--- src/verilog/swr_pkg.sv ---
// Purpose: Shared constants for the supervisor reset and watchdog block
// Assumes: 125 MHz system clock; times are kept in their own units
// Notes: Cycle counts are derived from the times and the clock rate

package swr_pkg;

	// ************************************************************
	// Clock rate
	// ************************************************************
	localparam int unsigned SWR_CLK_KHZ = 125000;

	// ************************************************************
	// Times as specified
	// ************************************************************
	localparam int unsigned SWR_HOLD_MS = 200;
	localparam int unsigned SWR_DOG_MS = 1600;
	localparam int unsigned SWR_GLITCH_US = 15;
	localparam int unsigned SWR_MR_IGNORE_NS = 100;
	localparam int unsigned SWR_MR_ACCEPT_NS = 1000;

	// ************************************************************
	// Derived cycle counts
	// ************************************************************
	// Hold and timeout are least times: exact here, no rounding needed
	localparam int unsigned SWR_HOLD_CYCLES = SWR_HOLD_MS * SWR_CLK_KHZ;
	localparam int unsigned SWR_DOG_CYCLES = SWR_DOG_MS * SWR_CLK_KHZ;
	// Longest ignored dip, rounded down
	localparam int unsigned SWR_GLITCH_CYCLES =
		(SWR_GLITCH_US * SWR_CLK_KHZ) / 1000;
	// Longest ignored manual pulse, rounded down
	localparam int unsigned SWR_MR_IGNORE_CYCLES =
		(SWR_MR_IGNORE_NS * SWR_CLK_KHZ) / 1000000;
	// Shortest accepted manual pulse, rounded up
	localparam int unsigned SWR_MR_ACCEPT_CYCLES =
		(SWR_MR_ACCEPT_NS * SWR_CLK_KHZ + 999999) / 1000000;
	// Filters need a level stable one cycle beyond the ignored span
	localparam int unsigned SWR_SUPPLY_FILT = SWR_GLITCH_CYCLES + 1;
	localparam int unsigned SWR_MR_FILT = SWR_MR_IGNORE_CYCLES + 1;

	// ************************************************************
	// Levels after reset
	// ************************************************************
	localparam logic SWR_SUPPLY_LOW_RST = 1'b0;
	localparam logic SWR_MR_N_RST = 1'b1;

endpackage : swr_pkg

--- src/verilog/swr_filt_if.sv ---
// Purpose: Carrier between the main block and a level filter
// Assumes: One clock domain
// Notes: raw goes in, clean comes back

`timescale 1ns/10ps
`default_nettype none

interface swr_filt_if;
	logic raw;
	logic clean;
	modport filt (input raw, output clean);
	modport user (output raw, input clean);
endinterface : swr_filt_if

`default_nettype wire

--- src/verilog/swr_level_filter.sv ---
// Purpose: Passes a level only after it has been stable for a set count
// Assumes: Input synchronous to clock
// Notes: Rejects glitches and switch bounce on both edges

`timescale 1ns/10ps
`default_nettype none

module swr_level_filter
	import swr_pkg::*;
#(
	parameter int unsigned COUNT = 2,
	parameter logic RESET_LEVEL = 1'b0
) (
	input wire logic clock,
	input wire logic reset,
	swr_filt_if.filt port
);

	localparam int CW = $clog2(COUNT + 1);

	typedef struct packed {
		logic level;
		logic [CW-1:0] cnt;
	} swr_filt_state_t;

	swr_filt_state_t state;
	swr_filt_state_t next_state;

	// ************************************************************
	// Stability counter
	// ************************************************************
	always_comb begin
		next_state = state;
		if (port.raw == state.level) begin
			next_state.cnt = '0;
		end else if (state.cnt == CW'(COUNT - 1)) begin
			// Stable long enough: take the new level
			next_state.level = port.raw;
			next_state.cnt = '0;
		end else begin
			next_state.cnt = state.cnt + CW'(1);
		end
	end

	always_ff @(posedge clock or posedge reset) begin
		if (reset) begin
			state <= '{level: RESET_LEVEL, cnt: '0};
		end else begin
			state <= next_state;
		end
	end

	assign port.clean = state.level;
endmodule : swr_level_filter

`default_nettype wire

--- src/verilog/swr_supervisor.sv ---
// Purpose: Supervisory reset generator with watchdog and manual reset
// Assumes: Supply comparator and pins sampled synchronously to clock
// Notes: Long counts are parameters so simulation can shorten them

`timescale 1ns/10ps
`default_nettype none

module swr_supervisor
	import swr_pkg::*;
#(
	parameter int unsigned HOLD_CYCLES = SWR_HOLD_CYCLES,
	parameter int unsigned DOG_CYCLES = SWR_DOG_CYCLES,
	parameter int unsigned SUPPLY_FILT = SWR_SUPPLY_FILT,
	parameter int unsigned MR_FILT = SWR_MR_FILT
) (
	input wire logic clock,
	input wire logic reset,
	input wire logic supply_low,
	input wire logic manual_clear_n,
	input wire logic kick_input_in,
	output logic kick_input_out,
	output logic kick_input_oe,
	output logic reset_n_out,
	output logic reset_out
);

	// ************************************************************
	// Widths and derived points
	// ************************************************************
	localparam int HW = $clog2(HOLD_CYCLES + 1);
	localparam int DW = $clog2(DOG_CYCLES + 1);
	// Internal drive goes high for the last eighth of the timeout
	localparam int unsigned DOG_HIGH = DOG_CYCLES - DOG_CYCLES / 8;

	typedef struct packed {
		logic [HW-1:0] hold;
		logic [DW-1:0] dog;
		logic kick_prev;
		logic kick_drive;
		logic rst_n;
	} swr_state_t;

	swr_state_t state;
	swr_state_t next_state;

	// ************************************************************
	// Input filters
	// ************************************************************
	swr_filt_if supply_if ();
	swr_filt_if mr_if ();

	assign supply_if.raw = supply_low;
	// Pin pull-up makes an open input arrive here as high
	assign mr_if.raw = manual_clear_n;

	// Short dips are absorbed; only a sustained brownout counts
	swr_level_filter #(
		.COUNT(SUPPLY_FILT),
		.RESET_LEVEL(SWR_SUPPLY_LOW_RST)
	) u_supply_filter (
		.clock(clock),
		.reset(reset),
		.port(supply_if.filt)
	);

	// Bounce and noise pulses never reach the hold logic
	swr_level_filter #(
		.COUNT(MR_FILT),
		.RESET_LEVEL(SWR_MR_N_RST)
	) u_mr_filter (
		.clock(clock),
		.reset(reset),
		.port(mr_if.filt)
	);

	logic supply_bad;
	logic manual_active;
	logic trig_level;
	logic kick_edge;
	logic dog_expire;

	assign supply_bad = supply_if.clean;
	assign manual_active = !mr_if.clean;
	assign trig_level = supply_bad | manual_active;

	// Inputs are synchronous, so any level held one cycle is an edge
	assign kick_edge = kick_input_in != state.kick_prev;
	assign dog_expire = state.rst_n && !kick_edge &&
		(state.dog == DW'(DOG_CYCLES - 1));

	// ************************************************************
	// Reset hold and watchdog
	// ************************************************************
	always_comb begin
		next_state = state;
		next_state.kick_prev = kick_input_in;

		// Level triggers reload the timer each cycle, so the full hold
		// always follows the last dip or the manual release
		if (trig_level || dog_expire) begin
			next_state.hold = HW'(HOLD_CYCLES);
		end else if (state.hold != '0) begin
			next_state.hold = state.hold - HW'(1);
		end
		next_state.rst_n = (next_state.hold == '0);

		if (!state.rst_n || kick_edge || dog_expire) begin
			next_state.dog = '0;
		end else begin
			next_state.dog = state.dog + DW'(1);
		end

		// Weak drive makes an open pin toggle itself before expiry
		next_state.kick_drive = (next_state.dog >= DW'(DOG_HIGH));
	end

	always_ff @(posedge clock or posedge reset) begin
		if (reset) begin
			// Start as a power-on: a full hold period before release
			state <= '{hold: HW'(HOLD_CYCLES), dog: '0, kick_prev: 1'b0,
				kick_drive: 1'b0, rst_n: 1'b0};
		end else begin
			state <= next_state;
		end
	end

	// ************************************************************
	// Outputs
	// ************************************************************
	assign reset_n_out = state.rst_n;
	// Both come from one flop, so they can never disagree
	assign reset_out = !state.rst_n;
	assign kick_input_out = state.kick_drive;
	// The drive is weak; a host driver overrides it at the pin
	assign kick_input_oe = 1'b1;
endmodule : swr_supervisor

`default_nettype wire

--- config.mk ---
export PLATFORM = sky130hd
export DESIGN_NAME = swr_supervisor
export DESIGN_NICKNAME = d
export VERILOG_FILES = /design/src/verilog/swr_pkg.sv /design/src/verilog/swr_filt_if.sv /design/src/verilog/swr_level_filter.sv /design/src/verilog/swr_supervisor.sv
export SDC_FILE = /design/constraint.sdc
export NUM_CORES = 1
export LEC_CHECK = 0
export ABC_CLOCK_PERIOD_IN_PS = 4100
export BUFFER_PORTS_ARGS = -buffer_cell sky130_fd_sc_hd__buf_4
export CAP_MARGIN = 20
export CORE_UTILIZATION = 70
export CTS_BUF_LIST = sky130_fd_sc_hd__clkbuf_2 sky130_fd_sc_hd__clkbuf_4 sky130_fd_sc_hd__clkbuf_8
export DETAILED_ROUTE_END_ITERATION = 7
export GPL_ROUTABILITY_DRIVEN = 0
export MAX_ROUTING_LAYER = met4
export PLACE_DENSITY = 0.88
export SLEW_MARGIN = 20
export SYNTH_ARGS = -nofsm -noshare
export SYNTH_HDL_FRONTEND = slang
export SYNTH_SLANG_ARGS = --single-unit
--- constraint.sdc ---
create_clock -name clock -period 4.1 [get_ports clock]
set_input_delay 0.82 -clock clock [delete_from_list [all_inputs] [get_ports clock]]
set_output_delay 0.82 -clock clock [all_outputs]
set_load 0.01 [all_outputs]
==> flow_metrics.py, run 1 <==
metrics = {
    "setup_path": {
        "critPathKind": "flip-flop to flip-flop",
        "ff2ff_path_depth": 8,
        "worst-endpoint-required_ns": 4.34,
        "critical_path.max_fanout": 29,
        "reg2reg_to": "kick_input_out",
        "critical_path.reg2reg.startpoint": "state[3]",
        "critical_path.endpoint_type": "flip-flop",
        "setup.reg_to_reg.worst_slack_ns": 1.24,
        "startpoint_type": "flip-flop",
        "critical_path_arrival_ns": 3.10,
    },
    "synthesis": {
        "number_of_nets_produced_by_synthesis": 477,
        "dominant_combinational_cell_family_by_area_after_synthesis": "simple AND/OR/NAND/NOR gates",
        "async_reset_ff_share_pct": 100,
        "synth-edff-count": 0,
        "synth-adder-area-share_pct": 1.47,
        "ys_ff_latch": 73,
        "synthesis.area_sq_um": 4250,
        "multiplexer_share_of_the_synthesized_area_pct": 1.47,
        "netlist-cell-type-count": 68,
        "syn_inst": 467,
        "synthFlopType": "dfrtp_1",
        "synth-xor-area-share_pct": 10.5,
        "post-synth-top-area-cell": "dfrtp_1",
        "syn_avg_cell_area_sq_um": 9.09,
        "post_synth_main_area_contributors": "dfrtp_1, dfstp_2, nor2_1, xnor2_1, xor2_1",
        "synth_top_cell_area_share_pct": 35.4,
        "seq_area_frac_synth_pct": 43.4,
        "synth.yosys.warnings": 0,
        "compound_gate_fraction_of_synth_area_pct": 10.1,
        "area_fraction_in_and_or_nand_and_nor_cells_after_synthesis_pct": 29.6,
    },
    "floorplan": {
        "floorplan.die.height_um": 79.9,
        "floorplan.initialDensity_pct": 72.2,
        "fp.dieW_um": 79.9,
        "full_die_area_sq_um": 6380,
        "fp-row-count": 28,
        "ioPinCount": 9,
        "core-area_sq_um": 5890,
    },
    "timing": {
        "hold_violations": 0,
        "worst_setup_skew_after_layout_ns": 0.0125,
        "timing.final.ws_setup_ns": 1.24,
        "tns_ns": 0,
        "max-slew-margin-rel_pct": 55.1,
        "final_max_slew_viol_count": 0,
        "period_minus_slack_ns": 2.86,
        "period_share_pct": 69.8,
        "setup_violations": 0,
        "rsz0062_at_grt": "no",
        "worst_slew_pin_slew_ns": 0.667,
        "achievable_freq_mhz": 349,
    },
    "power": {
        "power_density_nw_per_um2": 338,
        "peakVddDrop_mv": 0.270,
        "power.leakage_nw": 1.72,
    },
    "place": {
        "placed_area_sq_um": 4310,
        "placement.setup.worst_slack_ns": 1.28,
        "dp_hpwl_um": 6020,
        "port_buffers": 7,
    },
    "clocking": {
        "clock_path_buffers": 2,
        "tritoncts": "built",
        "cts_hold_repair.buffers": 0,
        "clock_sinks": 73,
        "clock_latency_ns": 0.35,
        "cts_root_buf": "clkbuf_8",
        "cts-resized-gates": 0,
        "cts-buffers-inserted": 9,
        "cts_max_level": 3,
        "clock_transition_at_the_register_clock_pins_on_the_worst_setup_and_hold_paths_after_cts_ns": 0.09,
        "cts_post_setup_buffers_inserted": 0,
    },
    "grt": {
        "globalRouteOverflowTotal": 0,
        "grt_usage_pct": 31.5,
        "grt_pass1_wl_um": 15100,
        "number_of_global_route_vias_before_repair": 3382,
        "initial_antenna_violation_count": 0,
        "maximum_number_of_pins_on_one_net_before_global_route_repair": 49,
    },
    "route": {
        "routed-via-count": 3439,
        "initialDrtViolationCount": 294,
        "routed_wl_um": 9030,
        "drc": 0,
        "avgRoutedWirePerCell_um": 16.5,
        "drt_pass1_iterations": 5,
        "ant_nets": 0,
        "avgViaCountPerCell": 6.29,
    },
    "min_path": {
        "min_path_cells": 1,
        "hold_path_startpoint": "u_supply_filter.state[0]",
        "worst_hold_path_type": "flip-flop to flip-flop",
        "timing.hold.worst_endpoint": "u_supply_filter.state[0]",
    },
    "cells_and_area": {
        "layout.cells.most_common_list": "nor2_1, dfrtp_1, nand2_1, xnor2_1, xor2_1",
        "areaGrowthSynthToFinish_pct": 6.66,
        "final_cell_area_sq_um": 4530,
        "diodes": 0,
        "share_of_cells_above_drive_strength_1_pct": 13.1,
        "layout_commonest_cell": "nor2_1",
        "final_net_count": 477,
    },
    "run_status": {
        "status": "completed",
    },
    "job": {
        "max_cap_violations": 0,
    },
}
kinds of logic (layout without fill, tap and decap cells):
logic type	count (synthesis)	in the layout
flops	73	73
compound gates	64	64
xor+xnor	51	51
fa+ha+maj	5	5
mux	6	6
simple gates	236	236
buf+inv	31	36
other cells	1	1
synth_stat cells (8+ instances only):
cell	number
nor2_1	66
dfrtp_1	60
nand2_1	52
xnor2_1	27
xor2_1	24
nand3_1	22
a21oi_1	16
o21ai_0	15
nor3_1	14
dfstp_2	13
inv_1	11
and3_1	9
clkbuf_1	9
or3_1	8
report_power, final:
| part | leakage, nW | switching (mW) | total [mW] | internal (mW) |
|---|---|---|---|---|
| registers | 0.962 | 0.0230 | 0.765 | 0.742 |
| clock network | 0.103 | 0.292 | 0.643 | 0.352 |
| logic | 0.658 | 0.0807 | 0.124 | 0.0437 |
| total | 1.72 | 0.395 | 1.53 | 1.14 |
worst max path at each step:
stage,startpoint,to,slack (ns),cells past startpoint
final,state[3],kick_input_out,1.24,8
after global routing,state[12],kick_input_out,0.97,7
after CTS,state[3],kick_input_out,1.26,8
after detailed placement,state[3],kick_input_out,1.28,8
after global placement,state[3],kick_input_out,1.43,8
after floorplan,reset,kick_input_out,1.45,1
metal layers:
layer  vias up  track usage (%)  routed length [um]
met1      1641             37.9                3920
li1       1633                -                   -
met2       130             51.8                4420
met5         -                -                   0
met3        35             4.69                 398
met4         0             15.2                 293
sequential cells by signal, summed over array words and instances, names as in the netlist:
register and flops:
u_mr_filter.state 4, kick_input_out 1, state 54, u_supply_filter.port.clean 1
reset_n_out 1, u_mr_filter.port.clean 1, u_supply_filter.state 11
metrics by stage:
stage | total power, mW | hold WS (ns) | util, % | std cells
finish | 1.53 | 0.493 | 77.0 | 547
global route | 1.59 | 0.513 | 77.0 | 547
CTS | 1.53 | 0.492 | 77.0 | 547
detailed placement | 0.900 | 0.480 | 73.2 | 531
global placement | 0.891 | 0.470 | 73.2 | 531
floorplan | 0.867 | 0.455 | - | 467
final cells by class:
class                           count  area, sq um
Clock buffer                       10          131
Clock inverter                      6         91.3
Fill cell                         394         1360
Inverter                           11         41.3
Multi-Input combinational cell    363         2260
Sequential cell                    73         1840
Tap cell                           75         93.8
Timing Repair Buffer                9         67.6
critical path: stages (launching register included):
cell and delay, ns:
dfrtp_1 0.41, ha_1 0.25, nand3_1 0.26, nor2_1 0.44
a31o_2 0.60, nor2_1 0.14, o211ai_1 0.14, a2111oi_0 0.14
o32a_1 0.35
Note: power is estimated with default switching activity, not from simulation.
==> run 2: changes to the inputs <==
ABC_AREA = 1   (was default)
ABC_CLOCK_PERIOD_IN_PS = 2700   (was 4100)
CORE_UTILIZATION = 65   (was 70)
PLACE_DENSITY = 0.82   (was 0.88)
clock period = 2.7 ns   (was 4.1 ns; I/O delays follow)
==> flow_metrics.py, run 2 <==
metrics = {
    "run_status": {
        "status": "completed",
    },
    "synthesis": {
        "synthesis.area_sq_um": 4570,
        "async_reset_ff_share_pct": 100,
        "post-synth-top-area-cell": "dfrtp_1",
        "number_of_nets_produced_by_synthesis": 652,
        "syn_avg_cell_area_sq_um": 7.12,
        "post-synth-top-count-cell": "nand2_1",
        "post_synth_main_area_contributors": "dfrtp_1, nand2_1, nor2_1, dfstp_2, inv_1",
        "synth_top_cell_area_share_pct": 32.8,
        "syn_inst": 642,
        "netlist-cell-type-count": 38,
        "synthFlopType": "dfrtp_1",
        "seq_area_frac_synth_pct": 40.3,
        "ys_ff_latch": 73,
        "yosys-top-cells-count": "nand2_1, nor2_1, inv_1",
        "synth-edff-count": 0,
        "synth.yosys.warnings": 0,
    },
    "timing": {
        "hold_ws_ns": 0.219,
        "setup_violations": 0,
        "tns_ns": 0,
        "period_share_pct": 82.8,
        "worst_slew_pin_slew_ns": 0.505,
        "hold_violations": 0,
        "rsz0062_at_grt": "no",
        "worst_setup_skew_after_layout_ns": 0.0138,
        "max-slew-margin-rel_pct": 66.3,
        "period_minus_slack_ns": 2.24,
        "final_max_slew_viol_count": 0,
        "achievable_freq_mhz": 447,
    },
    "cells_and_area": {
        "final_cell_area_sq_um": 4920,
        "largest_reg_flops": 54,
        "layout.cells.most_common_list": "nand2_1, nor2_1, inv_1, dfrtp_1, nand3_1",
        "final_core_util_pct": 72.4,
        "areaGrowthSynthToFinish_pct": 7.61,
        "most_flop_heavy_register": "state",
        "layout_commonest_cell": "nand2_1",
        "final_net_count": 666,
        "diodes": 0,
        "share_of_cells_above_drive_strength_1_pct": 12.4,
        "top_regs": "state (54), u_supply_filter.state (11), u_mr_filter.state (4)",
    },
    "clocking": {
        "cts-buffers-inserted": 9,
        "clock_latency_ns": 0.35,
        "clock_transition_at_the_register_clock_pins_on_the_worst_setup_and_hold_paths_after_cts_ns": 0.08,
        "tritoncts": "built",
        "cts-resized-gates": 0,
        "cts_max_level": 3,
        "clock_sinks": 73,
        "cts_hold_repair.buffers": 0,
        "clock_path_buffers": 2,
        "cts_post_setup_buffers_inserted": 0,
        "cts_root_buf": "clkbuf_8",
    },
    "floorplan": {
        "core-area_sq_um": 6790,
        "floorplan.die.height_um": 85.9,
        "ioPinCount": 9,
        "floorplan.initialDensity_pct": 67.3,
        "fp.dieW_um": 85.9,
        "fp-row-count": 30,
        "full_die_area_sq_um": 7380,
    },
    "route": {
        "avgRoutedWirePerCell_um": 12.7,
        "avgViaCountPerCell": 5.30,
        "routed_wl_um": 9630,
        "initialDrtViolationCount": 327,
        "ant_nets": 0,
        "drc": 0,
        "drt_pass1_iterations": 5,
        "routed-via-count": 4013,
    },
    "setup_path": {
        "setup.reg_to_reg.worst_slack_ns": 0.46,
        "critical_path.top_delay_family": "simple AND/OR/NAND/NOR gates",
        "ff2ff_path_depth": 13,
        "critical_path.reg2reg.startpoint": "state[3]",
        "timing.critical_path.slowest_cell_delay_ns": 0.39,
        "crit_slowest_cell": "dfrtp_1",
        "path_cells": "ha_1 > nand3_4 > inv_4 > nand2_4 > nor2_2 > nand3_2 > nand2_2 > inv_2 > nand2_1 > nand3_1 > nor2_2 > nand3_1 > nor2_1",
        "worst-path-stages": 13,
        "worst-endpoint-required_ns": 2.98,
        "critical_path_arrival_ns": 2.52,
        "critical_path.endpoint_type": "flip-flop",
        "cp.buffers_inverters": 2,
        "startpoint_type": "flip-flop",
        "critical_path.max_fanout": 18,
        "reg2reg_to": "reset_n_out",
        "critPathKind": "flip-flop to flip-flop",
        "startpoint": "state[3]",
        "endpoint": "reset_n_out",
    },
    "power": {
        "post-layout-total-power_mw": 2.17,
        "peakVddDrop_mv": 0.447,
        "power_density_nw_per_um2": 442,
        "power.leakage_nw": 2.32,
    },
    "grt": {
        "globalRouteOverflowTotal": 0,
        "grt_pass1_wl_um": 16700,
        "number_of_global_route_vias_before_repair": 3684,
        "maximum_number_of_pins_on_one_net_before_global_route_repair": 35,
        "grt_usage_pct": 29.9,
        "initial_antenna_violation_count": 0,
    },
    "place": {
        "dp_hpwl_um": 7530,
        "placed_area_sq_um": 4720,
        "port_buffers": 7,
    },
    "min_path": {
        "worst_hold_path_type": "input pin to async pin",
    },
    "job": {
        "max_cap_violations": 0,
    },
}
==> run 2: cell count changes after synthesis, moves of 8 or more <==
cell and change:
clkbuf_1 -9, xor2_1 -8, inv_1 +74, nor2_4 +8, nor2_2 +10, or3_1 -8
nand3_1 +21, nand2_1 +113, nor2_1 +62, xnor2_1 -14
==> run 2: cell type report <==
cell class | instances | area (sq um)
inverter | 91 | 344
sequential | 73 | 1840
timing repair buffer | 9 | 80.1
multi-input combinational | 472 | 2330
fill | 530 | 1870
clock inverter | 6 | 67.6
tap | 96 | 120
clock buffer | 10 | 131
==> run 2: worst min-delay path by stage <==
| stage | endpoint | cells past startpoint |
|---|---|---|
| 5_1_grt | state[2] | 2 |
| 4_1_cts | state[2] | 2 |
| 3_3_place_gp | state[3] | 1 |
| 2_1_floorplan | state[3] | 1 |
| 3_5_place_dp | state[3] | 1 |
| 6_report | state[2] | 2 |
==> run 2: logic make-up (layout without fill, tap and decap cells) <==
group	count (synthesis)	count (layout)	synth area share, %
AND/OR/NAND/NOR	407	407	40.3
buffers and inverters	97	116	8.65
flip-flops	73	73	40.3
AO/OA/AOI/OAI	29	29	3.53
XOR/XNOR	29	29	5.55
adder cells (fa/ha/maj)	5	5	1.37
other	1	1	0.0820
multiplexers	1	1	0.246
==> run 2: power breakdown <==
group / internal [mW] / total, mW / switching [mW] / leakage (nW)
sequential: 1.12 / 1.15 / 0.0250 / 0.962
combinational: 0.0581 / 0.178 / 0.119 / 1.26
clock: 0.440 / 0.849 / 0.409 / 0.0963
total: 1.62 / 2.17 / 0.554 / 2.32
==> run 2: metrics by stage <==
stage          setup WS [ns]  std cells
2_1_floorplan          0.328        642
3_3_place_gp           0.512        741
3_5_place_dp           0.418        741
4_1_cts                0.466        757
5_1_grt                0.247        757
6_report               0.464        757
==> run 2: routing by layer <==
metal,up-vias,part of all wire [%],GRT usage [%]
li1,2017,-,-
met1,1827,47,43.8
met2,153,44,43.5
met3,16,7.4,5.00
met4,0,1.4,7.42
met5,-,0,-
